<file path="src/logic/uart_defs.svh">
/*
 * Register offsets, field positions, reset values and timing counts
 * of the serial transceiver. Assumes an 8-register byte-wide space.
 */
// Functional notes
// - Ring indicator pin rising from low to high raises a modem-status event.
// - Modem control bit 1 set drives request-to-send output low.
// - Request-to-send output is high after reset.
// - Request-to-send follows receive fill level only with enhanced bit 6.
// - Modem control bit 6 picks standard line or infrared codec path.
// - Receive line idles high in standard mode, low in infrared mode.
// - Serial output idles high in standard mode, low in infrared mode.
// - Loopback ignores the serial input pin and feeds transmit into receiver.
// - Transmitter sends start bit, data, optional parity and stop bits.
// - Receiver rebuilds words and flags parity mismatch as an error.
// - Transmit and receive characters are held in two 16-byte FIFOs.
// - Four software-selected receive fill levels raise the trigger event.
// - Divisor bytes are mapped only while line control bit 7 is set.
// - Enhanced and flow character registers appear only while line control is bf.
// - Offset zero reads receive holding and writes transmit holding.
// - After reset the register model is legacy, enhanced features off.
// - Divisor of one gives 1.5 Mb/s from a 24 MHz clock.
// - Prescale option divides by four, giving 115.2 kb/s from 7.3728 MHz.
// - Baud generator emits a sixteen-times enable, also clocking the receiver.
`ifndef UART_DEFS_SVH
`define UART_DEFS_SVH
`define OFS_HOLD      3'h0
`define OFS_IER       3'h1
`define OFS_ISR       3'h2
`define OFS_LCR       3'h3
`define OFS_MCR       3'h4
`define OFS_LSR       3'h5
`define OFS_MSR       3'h6
`define OFS_SPR       3'h7
`define ENH_KEY       8'hbf
`define LCR_DLAB      7
`define LCR_BREAK     6
`define MCR_RTS       1
`define MCR_LOOP      4
`define MCR_IR        6
`define MCR_PRESCALE  7
`define EFR_AUTO_RTS  6
`define EFR_AUTO_CTS  7
`define REG_RESET     8'h00
`define TRIG_LVL0     5'h01
`define TRIG_LVL1     5'h04
`define TRIG_LVL2     5'h08
`define TRIG_LVL3     5'h0e
`define OVERSAMPLE    4'hf
`define MID_SAMPLE    4'h7
`define IR_PULSE      4'h3
`define IR_HOLD       5'h10
`define PRESCALE_MAX  2'h3
`define ISR_NONE      8'h01
`define ISR_LINE      8'h06
`define ISR_RXDATA    8'h04
`define ISR_THRE      8'h02
`define ISR_MODEM     8'h00
`endif

</file>
<file path="src/logic/uart_pkg.sv">
/*
 * Types shared by the transceiver files.
 * Assumes uart_defs.svh supplies the numeric constants.
 */
package uart_pkg;
  // Gray coded along idle, start, data, parity, stop
  typedef enum logic [2:0] {
    FS_IDLE   = 3'b000,
    FS_START  = 3'b001,
    FS_DATA   = 3'b011,
    FS_PARITY = 3'b010,
    FS_STOP   = 3'b110
  } frame_state_e;
  typedef struct packed {
    logic [1:0] word_len;
    logic       two_stop;
    logic       par_en;
    logic       par_even;
    logic       par_stick;
  } line_cfg_s;
  typedef struct packed {
    logic       frm_err;
    logic       par_err;
    logic [7:0] data;
  } rx_char_s;
endpackage

</file>
<file path="src/logic/char_fifo.sv">
/*
 * Character FIFO with valid/ready on both sides and a fill level.
 * Assumes one clock and a synchronous active-low reset.
 */
module char_fifo #(
  parameter int W  = 8,
  parameter int AW = 4
) (
  // Clock and reset
  input  wire logic          ref_clk_i,
  input  wire logic          rst_b_i,
  input  wire logic          clear_i,
  // Fill side
  input  wire logic          wr_valid_i,
  output logic               wr_ready_o,
  input  wire logic [W-1:0]  wr_data_i,
  // Drain side
  output logic               rd_valid_o,
  input  wire logic          rd_ready_i,
  output logic [W-1:0]       rd_data_o,
  output logic [AW:0]        level_o
);
  logic [W-1:0] mem_ff [2**AW];
  logic [AW-1:0] wp_ff;
  logic [AW-1:0] rp_ff;
  logic [AW:0]   cnt_ff;
  wire           push_w = wr_valid_i & wr_ready_o;
  wire           pop_w  = rd_valid_o & rd_ready_i;
  assign wr_ready_o = cnt_ff != (AW+1)'(2**AW);
  assign rd_valid_o = cnt_ff != '0;
  assign rd_data_o  = mem_ff[rp_ff];
  assign level_o    = cnt_ff;
  always_ff @(posedge ref_clk_i)
  begin
    if (push_w)
      mem_ff[wp_ff] <= wr_data_i;
  end
  always_ff @(posedge ref_clk_i)
  begin
    if (!rst_b_i || clear_i)
    begin
      wp_ff  <= '0;
      rp_ff  <= '0;
      cnt_ff <= '0;
    end
    else
    begin
      wp_ff  <= wp_ff + AW'(push_w);
      rp_ff  <= rp_ff + AW'(pop_w);
      cnt_ff <= cnt_ff + (AW+1)'(push_w) - (AW+1)'(pop_w);
    end
  end
endmodule

</file>
<file path="src/logic/uart_rx.sv">
/*
 * Receiver: oversamples the line on the sixteen-times enable.
 * Assumes the line input is already synchronous to ref_clk_i.
 */
`include "uart_defs.svh"
module uart_rx (
  // Clock and reset
  input  wire logic               ref_clk_i,
  input  wire logic               rst_b_i,
  // Line side
  input  wire logic               tick16_i,
  input  wire logic               rxd_i,
  input  wire uart_pkg::line_cfg_s cfg_i,
  // Character out
  output logic                    valid_o,
  output uart_pkg::rx_char_s      char_o
);
  import uart_pkg::*;
  frame_state_e st_ff;
  logic [3:0]   sub_ff;
  logic [2:0]   bit_ff;
  logic [7:0]   sh_ff;
  logic         perr_ff;
  wire  [2:0]   last_w = 3'h4 + {1'b0, cfg_i.word_len};
  wire  [7:0]   data_w = sh_ff >> (2'h3 - cfg_i.word_len);
  wire          exp_w  = cfg_i.par_stick ? ~cfg_i.par_even :
                         (cfg_i.par_even ? ^data_w : ~^data_w);
  wire          mid_w  = sub_ff == `OVERSAMPLE;
  always_ff @(posedge ref_clk_i)
  begin
    valid_o <= 1'b0;
    if (!rst_b_i)
    begin
      st_ff   <= FS_IDLE;
      sub_ff  <= '0;
      bit_ff  <= '0;
      sh_ff   <= '0;
      perr_ff <= 1'b0;
      char_o  <= '0;
    end
    else if (tick16_i)
    begin
      sub_ff <= sub_ff + 4'h1;
      case (st_ff)
        FS_IDLE:
        begin
          sub_ff  <= '0;
          perr_ff <= 1'b0;
          if (!rxd_i)
            st_ff <= FS_START;
        end
        FS_START:
          if (sub_ff == `MID_SAMPLE)
          begin
            sub_ff <= '0;
            bit_ff <= '0;
            st_ff  <= rxd_i ? FS_IDLE : FS_DATA;
          end
        FS_DATA:
          if (mid_w)
          begin
            sh_ff  <= {rxd_i, sh_ff[7:1]};
            bit_ff <= bit_ff + 3'h1;
            if (bit_ff == last_w)
              st_ff <= cfg_i.par_en ? FS_PARITY : FS_STOP;
          end
        FS_PARITY:
          if (mid_w)
          begin
            perr_ff <= rxd_i != exp_w;
            st_ff   <= FS_STOP;
          end
        FS_STOP:
          if (mid_w)
          begin
            valid_o <= 1'b1;
            char_o  <= '{frm_err: !rxd_i, par_err: perr_ff,
                         data: data_w};
            st_ff   <= FS_IDLE;
          end
        default:
          st_ff <= FS_IDLE;
      endcase
    end
  end
endmodule

</file>
<file path="src/logic/uart_top.sv">
/*
 * Serial transceiver: register decode, baud generator, transmitter,
 * infrared codec, loopback and modem lines.
 * Assumes a host doing single-cycle strobed accesses on ref_clk_i.
 */
// Local design decisions: strobed register access and the placing of the registers.
`include "uart_defs.svh"
module uart_top (
  // Clock and reset
  input  wire logic       ref_clk_i,
  input  wire logic       rst_b_i,
  // Register port
  input  wire logic [2:0] addr_i,
  input  wire logic [7:0] wdata_i,
  input  wire logic       wr_i,
  input  wire logic       rd_i,
  output logic      [7:0] rdata_o,
  // Serial line
  input  wire logic       serial_in_i,
  output logic            serial_out_o,
  // Modem lines
  input  wire logic       cts_n_i,
  input  wire logic       dsr_n_i,
  input  wire logic       cd_n_i,
  input  wire logic       ring_indicator_n_i,
  output logic            rts_n_o,
  output logic            dtr_n_o,
  // Status
  output logic            baud16_o,
  output logic            int_o
);
  import uart_pkg::*;

  // ***********************************************************
  // Registers
  // ***********************************************************
  logic [7:0] dll_ff;
  logic [7:0] dlm_ff;
  logic [7:0] ier_ff;
  logic [7:0] fcr_ff;
  logic [7:0] efr_ff;
  logic [7:0] lcr_ff;
  logic [7:0] mcr_ff;
  logic [7:0] spr_ff;
  logic [7:0] xon1_ff;
  logic [7:0] xon2_ff;
  logic [7:0] xoff1_ff;
  logic [7:0] xoff2_ff;
  logic [3:1] lerr_ff;
  logic [3:0] mdelta_ff;
  logic [3:0] mprev_ff;

  // ***********************************************************
  // Address decode
  // ***********************************************************
  wire dlab_w = lcr_ff[`LCR_DLAB];
  wire enh_w  = lcr_ff == `ENH_KEY;
  wire a0_w   = addr_i == `OFS_HOLD;
  wire a1_w   = addr_i == `OFS_IER;
  wire a2_w   = addr_i == `OFS_ISR;
  wire a3_w   = addr_i == `OFS_LCR;
  wire a4_w   = addr_i == `OFS_MCR;
  wire a5_w   = addr_i == `OFS_LSR;
  wire a6_w   = addr_i == `OFS_MSR;
  wire a7_w   = addr_i == `OFS_SPR;
  wire wr_thr_w  = wr_i & a0_w & !dlab_w;
  wire wr_dll_w  = wr_i & a0_w & dlab_w;
  wire wr_dlm_w  = wr_i & a1_w & dlab_w;
  wire wr_ier_w  = wr_i & a1_w & !dlab_w;
  wire wr_fcr_w  = wr_i & a2_w & !enh_w;
  wire wr_efr_w  = wr_i & a2_w & enh_w;
  wire wr_lcr_w  = wr_i & a3_w;
  wire wr_mcr_w  = wr_i & a4_w & !enh_w;
  wire wr_xon1_w = wr_i & a4_w & enh_w;
  wire wr_xon2_w = wr_i & a5_w & enh_w;
  wire wr_xof1_w = wr_i & a6_w & enh_w;
  wire wr_xof2_w = wr_i & a7_w & enh_w;
  wire wr_spr_w  = wr_i & a7_w & !enh_w;
  wire rd_rhr_w  = rd_i & a0_w & !dlab_w;
  wire rd_lsr_w  = rd_i & a5_w & !enh_w;
  wire rd_msr_w  = rd_i & a6_w & !enh_w;

  // ***********************************************************
  // Baud generator
  // ***********************************************************
  logic [1:0]  pre_ff;
  logic [15:0] bcnt_ff;
  wire  [15:0] div_w    = {dlm_ff, dll_ff};
  // Divide by four when the prescale bit is set
  wire         pre_en_w = !mcr_ff[`MCR_PRESCALE] ||
                          pre_ff == `PRESCALE_MAX;
  // Divisor one gives one enable per prescaled clock
  wire         tick16_w = pre_en_w && div_w != 16'h0000 &&
                          bcnt_ff >= div_w - 16'h0001;
  always_ff @(posedge ref_clk_i)
  begin
    if (!rst_b_i)
    begin
      pre_ff  <= '0;
      bcnt_ff <= '0;
    end
    else
    begin
      pre_ff <= pre_ff + 2'h1;
      if (pre_en_w)
        bcnt_ff <= tick16_w ? 16'h0000 : bcnt_ff + 16'h0001;
    end
  end

  // ***********************************************************
  // FIFOs
  // ***********************************************************
  logic       tx_rdy_w;
  logic       tx_val_w;
  logic [7:0] tx_dat_w;
  logic [4:0] tx_lvl_w;
  logic       tx_pop_w;
  logic       rx_rdy_w;
  logic       rx_val_w;
  rx_char_s   rx_top_w;
  logic [4:0] rx_lvl_w;
  logic       rx_push_w;
  rx_char_s   rx_char_w;
  wire        clr_rx_w = wr_fcr_w & wdata_i[1];
  wire        clr_tx_w = wr_fcr_w & wdata_i[2];

  char_fifo #(.W(8), .AW(4)) u_tx_fifo (
    .ref_clk_i  (ref_clk_i),
    .rst_b_i    (rst_b_i),
    .clear_i    (clr_tx_w),
    .wr_valid_i (wr_thr_w),
    .wr_ready_o (tx_rdy_w),
    .wr_data_i  (wdata_i),
    .rd_valid_o (tx_val_w),
    .rd_ready_i (tx_pop_w),
    .rd_data_o  (tx_dat_w),
    .level_o    (tx_lvl_w)
  );

  char_fifo #(.W(10), .AW(4)) u_rx_fifo (
    .ref_clk_i  (ref_clk_i),
    .rst_b_i    (rst_b_i),
    .clear_i    (clr_rx_w),
    .wr_valid_i (rx_push_w),
    .wr_ready_o (rx_rdy_w),
    .wr_data_i  (rx_char_w),
    .rd_valid_o (rx_val_w),
    .rd_ready_i (rd_rhr_w),
    .rd_data_o  (rx_top_w),
    .level_o    (rx_lvl_w)
  );

  // ***********************************************************
  // Transmitter
  // ***********************************************************
  frame_state_e tx_st_ff;
  logic [3:0]   tx_sub_ff;
  logic [2:0]   tx_bit_ff;
  logic [7:0]   tx_sh_ff;
  logic         tx_par_ff;
  logic         tx_stop2_ff;
  logic         tx_line_ff;
  line_cfg_s    cfg_w;
  assign cfg_w = '{word_len: lcr_ff[1:0], two_stop: lcr_ff[2],
                   par_en: lcr_ff[3], par_even: lcr_ff[4],
                   par_stick: lcr_ff[5]};
  wire [2:0] tx_last_w = 3'h4 + {1'b0, cfg_w.word_len};
  wire [7:0] tx_msk_w  = tx_dat_w & (8'hff >> (2'h3 - cfg_w.word_len));
  wire       tx_pbit_w = cfg_w.par_stick ? ~cfg_w.par_even :
                         (cfg_w.par_even ? ^tx_msk_w : ~^tx_msk_w);
  // Auto CTS holds new characters while the far end is not ready
  wire       cts_hold_w = efr_ff[`EFR_AUTO_CTS] & cts_n_i;
  wire       tx_end_w   = tick16_w && tx_sub_ff == `OVERSAMPLE;
  wire       tx_idle_w  = tx_st_ff == FS_IDLE;
  assign tx_pop_w = tick16_w & tx_idle_w & tx_val_w & !cts_hold_w;
  always_ff @(posedge ref_clk_i)
  begin
    if (!rst_b_i)
    begin
      tx_st_ff    <= FS_IDLE;
      tx_sub_ff   <= '0;
      tx_bit_ff   <= '0;
      tx_sh_ff    <= '0;
      tx_par_ff   <= 1'b0;
      tx_stop2_ff <= 1'b0;
      tx_line_ff  <= 1'b1;
    end
    else if (tick16_w)
    begin
      tx_sub_ff <= tx_sub_ff + 4'h1;
      case (tx_st_ff)
        FS_IDLE:
        begin
          tx_sub_ff  <= '0;
          tx_line_ff <= 1'b1;
          if (tx_pop_w)
          begin
            tx_sh_ff   <= tx_msk_w;
            tx_par_ff  <= tx_pbit_w;
            tx_line_ff <= 1'b0;
            tx_st_ff   <= FS_START;
          end
        end
        FS_START:
          if (tx_end_w)
          begin
            tx_bit_ff  <= '0;
            tx_line_ff <= tx_sh_ff[0];
            tx_sh_ff   <= tx_sh_ff >> 1;
            tx_st_ff   <= FS_DATA;
          end
        FS_DATA:
          if (tx_end_w)
          begin
            tx_bit_ff <= tx_bit_ff + 3'h1;
            tx_sh_ff  <= tx_sh_ff >> 1;
            tx_line_ff <= tx_sh_ff[0];
            if (tx_bit_ff == tx_last_w)
            begin
              tx_line_ff  <= cfg_w.par_en ? tx_par_ff : 1'b1;
              tx_stop2_ff <= cfg_w.two_stop;
              tx_st_ff    <= cfg_w.par_en ? FS_PARITY : FS_STOP;
            end
          end
        FS_PARITY:
          if (tx_end_w)
          begin
            tx_line_ff <= 1'b1;
            tx_st_ff   <= FS_STOP;
          end
        FS_STOP:
          if (tx_end_w)
          begin
            tx_stop2_ff <= 1'b0;
            if (!tx_stop2_ff)
              tx_st_ff <= FS_IDLE;
          end
        default:
          tx_st_ff <= FS_IDLE;
      endcase
    end
  end

  // ***********************************************************
  // Line paths, infrared codec and loopback
  // ***********************************************************
  logic [4:0] ir_hold_ff;
  wire ir_w    = mcr_ff[`MCR_IR];
  wire loop_w  = mcr_ff[`MCR_LOOP];
  wire raw_w   = tx_line_ff & !lcr_ff[`LCR_BREAK];
  // Zero bits become a pulse in the first sixteenths of the bit
  wire ir_tx_w = !raw_w && tx_sub_ff < `IR_PULSE;
  // A received high pulse reads as zero for one bit time
  wire ir_rx_w = ir_hold_ff == 5'h00;
  wire ext_w   = ir_w ? ir_rx_w : serial_in_i;
  wire rxd_w   = loop_w ? raw_w : ext_w;
  always_ff @(posedge ref_clk_i)
  begin
    if (!rst_b_i)
      ir_hold_ff <= '0;
    else if (ir_w && serial_in_i)
      ir_hold_ff <= `IR_HOLD;
    else if (tick16_w && ir_hold_ff != 5'h00)
      ir_hold_ff <= ir_hold_ff - 5'h01;
  end

  uart_rx u_rx (
    .ref_clk_i (ref_clk_i),
    .rst_b_i   (rst_b_i),
    .tick16_i  (tick16_w),
    .rxd_i     (rxd_w),
    .cfg_i     (cfg_w),
    .valid_o   (rx_push_w),
    .char_o    (rx_char_w)
  );

  // ***********************************************************
  // Status: line, modem, trigger and interrupt identity
  // ***********************************************************
  wire [4:0] trig_w = fcr_ff[7:6] == 2'h0 ? `TRIG_LVL0 :
                      fcr_ff[7:6] == 2'h1 ? `TRIG_LVL1 :
                      fcr_ff[7:6] == 2'h2 ? `TRIG_LVL2 :
                                            `TRIG_LVL3;
  wire       trig_hit_w = rx_lvl_w >= trig_w;
  wire [3:1] lerr_set_w = {rx_push_w & rx_char_w.frm_err,
                           rx_push_w & rx_char_w.par_err,
                           rx_push_w & !rx_rdy_w};
  wire       tx_empty_w = tx_lvl_w == 5'h00;
  wire [7:0] lsr_w = {1'b0, tx_empty_w & tx_idle_w, tx_empty_w,
                      1'b0, lerr_ff, rx_val_w};
  // Active levels: cd, ri, dsr, cts; loopback uses modem control
  wire [3:0] mact_w = loop_w ? {mcr_ff[3], mcr_ff[2], mcr_ff[0],
                                mcr_ff[1]} :
                      ~{cd_n_i, ring_indicator_n_i, dsr_n_i, cts_n_i};
  wire [3:0] mset_w = {mact_w[3] ^ mprev_ff[3],
                       mprev_ff[2] & !mact_w[2],
                       mact_w[1] ^ mprev_ff[1],
                       mact_w[0] ^ mprev_ff[0]};
  wire [7:0] msr_w  = {mact_w, mdelta_ff};
  wire [7:0] isr_id_w =
    (ier_ff[2] && lerr_ff != 3'h0)    ? `ISR_LINE   :
    (ier_ff[0] && trig_hit_w)         ? `ISR_RXDATA :
    (ier_ff[1] && tx_empty_w)         ? `ISR_THRE   :
    (ier_ff[3] && mdelta_ff != 4'h0)  ? `ISR_MODEM  :
                                        `ISR_NONE;
  wire [7:0] isr_w = isr_id_w | {fcr_ff[0], fcr_ff[0], 6'h00};
  wire [7:0] rd_mux_w =
    a0_w ? (dlab_w ? dll_ff : rx_top_w.data) :
    a1_w ? (dlab_w ? dlm_ff : ier_ff) :
    a2_w ? (enh_w ? efr_ff : isr_w) :
    a3_w ? lcr_ff :
    a4_w ? (enh_w ? xon1_ff : mcr_ff) :
    a5_w ? (enh_w ? xon2_ff : lsr_w) :
    a6_w ? (enh_w ? xoff1_ff : msr_w) :
           (enh_w ? xoff2_ff : spr_ff);
  // Request-to-send drops while the receive FIFO is at its level
  wire rts_act_w = mcr_ff[`MCR_RTS] &&
                   (!efr_ff[`EFR_AUTO_RTS] || !trig_hit_w);

  // ***********************************************************
  // Register storage
  // ***********************************************************
  always_ff @(posedge ref_clk_i)
  begin
    if (!rst_b_i)
    begin
      dll_ff   <= `REG_RESET;
      dlm_ff   <= `REG_RESET;
      ier_ff   <= `REG_RESET;
      fcr_ff   <= `REG_RESET;
      efr_ff   <= `REG_RESET;
      lcr_ff   <= `REG_RESET;
      mcr_ff   <= `REG_RESET;
      spr_ff   <= `REG_RESET;
      xon1_ff  <= `REG_RESET;
      xon2_ff  <= `REG_RESET;
      xoff1_ff <= `REG_RESET;
      xoff2_ff <= `REG_RESET;
    end
    else
    begin
      if (wr_dll_w)  dll_ff   <= wdata_i;
      if (wr_dlm_w)  dlm_ff   <= wdata_i;
      if (wr_ier_w)  ier_ff   <= wdata_i;
      if (wr_fcr_w)  fcr_ff   <= wdata_i;
      if (wr_efr_w)  efr_ff   <= wdata_i;
      if (wr_lcr_w)  lcr_ff   <= wdata_i;
      if (wr_mcr_w)  mcr_ff   <= wdata_i;
      if (wr_spr_w)  spr_ff   <= wdata_i;
      if (wr_xon1_w) xon1_ff  <= wdata_i;
      if (wr_xon2_w) xon2_ff  <= wdata_i;
      if (wr_xof1_w) xoff1_ff <= wdata_i;
      if (wr_xof2_w) xoff2_ff <= wdata_i;
    end
  end

  // Sticky flags: a new event wins over a clearing read
  always_ff @(posedge ref_clk_i)
  begin
    if (!rst_b_i)
    begin
      lerr_ff   <= '0;
      mdelta_ff <= '0;
      // Track the pins in reset so no false delta follows release
      mprev_ff  <= mact_w;
    end
    else
    begin
      lerr_ff   <= (rd_lsr_w ? 3'h0 : lerr_ff) | lerr_set_w;
      mdelta_ff <= (rd_msr_w ? 4'h0 : mdelta_ff) | mset_w;
      mprev_ff  <= mact_w;
    end
  end

  // ***********************************************************
  // Output flops
  // ***********************************************************
  always_ff @(posedge ref_clk_i)
  begin
    if (!rst_b_i)
    begin
      rdata_o      <= 8'h00;
      serial_out_o <= 1'b1;
      rts_n_o      <= 1'b1;
      dtr_n_o      <= 1'b1;
      baud16_o     <= 1'b0;
      int_o        <= 1'b0;
    end
    else
    begin
      rdata_o      <= rd_i ? rd_mux_w : 8'h00;
      // Loopback parks the pin at the idle level of the chosen mode
      serial_out_o <= loop_w ? !ir_w :
                      (ir_w ? ir_tx_w : raw_w);
      rts_n_o      <= loop_w | !rts_act_w;
      dtr_n_o      <= loop_w | !mcr_ff[0];
      baud16_o     <= tick16_w;
      int_o        <= !isr_id_w[0];
    end
  end
endmodule

</file>
<file path="config.mk">
export PLATFORM = sky130hd
export DESIGN_NAME = uart_top
export DESIGN_NICKNAME = d
export VERILOG_FILES = /design/src/logic/uart_pkg.sv /design/src/logic/char_fifo.sv /design/src/logic/uart_rx.sv /design/src/logic/uart_top.sv
export VERILOG_INCLUDE_DIRS = /design/src /design/src/logic
export SDC_FILE = /design/constraint.sdc
export NUM_CORES = 1
export LEC_CHECK = 0
export BUFFER_PORTS_ARGS = -buffer_cell sky130_fd_sc_hd__buf_4
export CORE_UTILIZATION = 68
export CTS_CLUSTER_DIAMETER = 60
export DETAILED_ROUTE_END_ITERATION = 16
export GPL_TIMING_DRIVEN = 1
export PLACE_DENSITY_LB_ADDON = 0.05
export SETUP_SLACK_MARGIN = 0.4
export SYNTH_ARGS = -nofsm -noshare
export SYNTH_HDL_FRONTEND = slang
export SYNTH_SLANG_ARGS = --single-unit
</file>
<file path="constraint.sdc">
create_clock -name ref_clk_i -period 9 [get_ports ref_clk_i]
set_input_delay 0.9 -clock ref_clk_i [delete_from_list [all_inputs] [get_ports ref_clk_i]]
set_output_delay 0.9 -clock ref_clk_i [all_outputs]
set_load 0.01 [all_outputs]
</file>
==> impl_metrics.json <==
{
  "hold_depth": 1,
  "whs_endpoint": "pre_ff[0]",
  "ios": 33,
  "die_h_um": 176.7,
  "clock_sinks": 471,
  "vias_per_cell": 6.461,
  "finalSetupTns_ns": 0,
  "power_density_mw_per_mm2": 199.0,
  "nets": 1795,
  "final_hold_viol_count": 0,
  "rows": 63,
  "rr_startpoint": "dll_ff[2]",
  "period_share": 0.5483,
  "htreeDepth": 2,
  "antenna_found_initial": 2,
  "syn2layout_area_growth_pct": 10.17,
  "setup_viol": 0,
  "overflow": 0,
  "post-route-min-period_ns": 4.935,
  "wl_mm": 48.49,
  "pre_cts_slack_ns": 4.132,
  "rrSetupSlack_ns": 4.07,
  "clk_pin_slew_ns": 0.06,
  "hold_class": "flop to flop",
  "worstSetupStartpointType": "flop",
  "critPathRequiredTime_ns": 9.43,
  "reg2reg_to": "u_tx_fifo.level_o[4]",
  "gp_congestion": 0.9660,
  "cts_tree": "built",
  "crit_path_end_kind": "flop",
  "grt_usage": 0.3190,
  "crit_type": "flop to flop",
  "path_depth": 20,
  "vdd_drop_max_mv": 0.1836,
  "yosys_most_used_dff": "edfxtp_1",
  "path_cells": "or3_1, or3b_1, or3_1, nor4_1, xnor2_1, ha_1, nand4_1, o21ai_0, a21oi_1, buf_4, nor3_1, ha_1, inv_1, ha_1, fa_1, a21oi_1, nor2_1, nor2_1, xnor2_1, nor2_1",
  "syn-instance-count": 1726,
  "clk_path_buf_depth": 3,
  "layout-drive-gt1-share": 0.1317,
  "synth_fp_nets": 1796,
  "postCtsSetupRepairBufs": 0,
  "leakagePower_nw": 7.973,
  "clock_latency_ns": 0.56,
  "max_slew.worst_pin.slew_ns": 1.201,
  "relSlewSlack": 0.1929,
  "crit_path_max_fanout": 14,
  "cp_top_family": "simple AND/OR/NAND/NOR gates",
  "yosysWarnings": 0,
  "mappedNetlistArea_mm2": 0.02076,
  "synth.distinct_cells": 69,
  "grt_pass1_wl_mm": 75.73,
  "max_freq_ghz": 0.2026,
  "path_buf_inv": 2,
  "die_x_um": 176.7,
  "synth_edf_count": 256,
  "synth-seq-area-share": 0.5777,
  "worstHoldStart": "pre_ff[0]",
  "hpwl_mm": 30.89,
  "cpMaxStageDelayCell": "nor3_1",
  "cts_resized": 0,
  "fill_cells": 1899,
  "die_area_mm2": 0.03123,
  "run_status": "finished clean",
  "cts_made_buffers": 47,
  "fin_skew_ns": 0.01522,
  "vias": 13900,
  "first_iter_violations": 1468,
  "grt_pass1_vias": 13880,
  "postCtsHoldBufs": 0,
  "async_flop_share": 0,
  "worst_slack_ns": 4.065,
  "rsz0062_at_grt": "false",
  "wl_per_cell_um": 22.53,
  "drv_slew": 0,
  "grt_max_degree": 88,
  "cts_root_buf": "clkbuf_16",
  "initial_core_util": 0.6966,
  "drtAntennaViolNets": 0,
  "coreArea_mm2": 0.02980,
  "drc_errors": 0,
  "max_cap_violations": 0,
  "cp_slowest_stage_delay_ns": 0.54,
  "synth-seq-cells": 471,
  "drtPass1Iterations": 5,
  "reg2reg_depth": 20,
  "port-buffer-count": 32,
  "syn_avg_cell_area_um2": 12.03,
  "arrival_ns": 5.37
}
-- stage by stage --
step           power, mW  std cells  hold slack, ns  cell area, µm²    util
2_1_floorplan      2.474       1726          0.3811           20760       -
3_3_place_gp       2.548       2066          0.4073           21240  0.7127
3_5_place_dp       2.553       2066          0.4202           21240  0.7127
4_1_cts            4.559       2151          0.4304           22870  0.7674
5_1_grt            4.670       2151          0.4497           22870  0.7674
6_report           4.551       2152          0.4243           22870  0.7675
-- cell families after synthesis --
kind of cell	after synthesis	share of synthesized area
adder cells (fa/ha/maj)	50	0.03086
AO/OA/AOI/OAI	277	0.08029
multiplexers	188	0.1376
flip-flops	471	0.5777
buffers and inverters	140	0.02737
XOR/XNOR	65	0.02743
AND/OR/NAND/NOR	535	0.1187
-- power by group --
part	total, mW	leakage [nW]	switching (mW)	internal [mW]
clock	2.04	0.803	0.817	1.22
combinational	0.225	3.12	0.141	0.0836
sequential	2.29	4.05	0.0152	2.27
-- worst max path at each step --
| stage | from | endpoint | slack (ns) |
|---|---|---|---|
| final | dll_ff[2] | u_tx_fifo.level_o[4] | 4.07 |
| after global routing | dll_ff[2] | u_tx_fifo.level_o[4] | 3.68 |
| after CTS | dll_ff[2] | u_tx_fifo.level_o[4] | 4.09 |
| after detailed placement | dll_ff[2] | u_tx_fifo.level_o[4] | 4.13 |
| after global placement | dll_ff[2] | u_tx_fifo.level_o[4] | 4.23 |
| after floorplan | dll_ff[2] | u_tx_fifo.level_o[4] | 4.63 |
-- state kept, by name, summed over array words and instances, names as in the netlist, 10 cells and up --
signal            cells
u_tx_fifo.mem_ff    128
u_rx_fifo.mem_ff    128
bcnt_ff              16
u_rx.char_o          10
-- synth_stat cells (3+ instances only) --
cell,instances,share of area
nand2b_1,20,0.0060
a211oi_1,25,0.0090
o21ai_0,59,0.014
ha_1,48,0.029
buf_1,11,0.0020
nand4_1,11,0.0033
nand4b_1,3,0.0013
a21oi_1,121,0.029
mux4_2,77,0.084
xor2_1,23,0.0097
dfxtp_1,215,0.21
o211ai_1,4,0.0014
buf_2,10,0.0024
nand2_1,153,0.028
inv_1,36,0.0065
o22ai_1,4,0.0012
a31oi_1,6,0.0018
clkbuf_1,77,0.014
a21o_1,12,0.0043
nor2b_1,19,0.0057
nor2_1,190,0.034
buf_6,3,0.0016
or4_1,3,0.0011
nor3_1,27,0.0065
xnor2_1,42,0.018
edfxtp_1,256,0.37
or3_1,11,0.0033
and2_1,15,0.0045
nand3_1,46,0.011
a311oi_1,4,0.0017
and3_1,10,0.0030
mux2_2,9,0.0049
nand3b_1,7,0.0025
a22oi_1,8,0.0029
nor4_1,7,0.0021
a221oi_1,9,0.0038
mux2i_1,102,0.049
-- cell usage in the layout, fill, tap and decap left out, types with 12 or more instances in the layout --
master	count
nand3_1	46
nand2b_1	20
ha_1	48
nand2_1	153
a21oi_1	121
nor2_1	190
and2_1	15
nor2b_1	19
o21ai_0	59
nor3_1	26
clkbuf_16	47
mux2i_1	102
a211oi_1	25
inv_1	35
buf_4	53
edfxtp_1	256
dfxtp_1	213
xnor2_1	42
a21o_1	12
xor2_1	23
mux4_2	77
-- routing by layer --
| metal | vias up | wire length (µm) | share of wire | GRT usage |
|---|---|---|---|---|
| li1 | 6336 | - | - | - |
| met3 | 134 | 3737 | 0.077 | 0.05477 |
| met1 | 6836 | 19330 | 0.40 | 0.4199 |
| met2 | 598 | 23550 | 0.49 | 0.5240 |
| met4 | 0 | 1875 | 0.039 | 0.1386 |
| met5 | - | 0 | 0 | 0 |
-- layout make-up --
| cell class | count | area (µm²) | share of cell area |
|---|---|---|---|
| inverters | 37 | 141.4 | 0.006182 |
| flip-flops and latches | 471 | 11990 | 0.5245 |
| multi-input cells | 1115 | 8215 | 0.3592 |
| diodes | 1 | 2.502 | 0.0001094 |
| clock buffers | 64 | 1350 | 0.05903 |
| well taps | 390 | 488.0 | 0.02134 |
| repair buffers | 53 | 397.9 | 0.01740 |
| clock inverters | 21 | 280.3 | 0.01226 |
No activity file was read; power rests on OpenSTA's default activity.
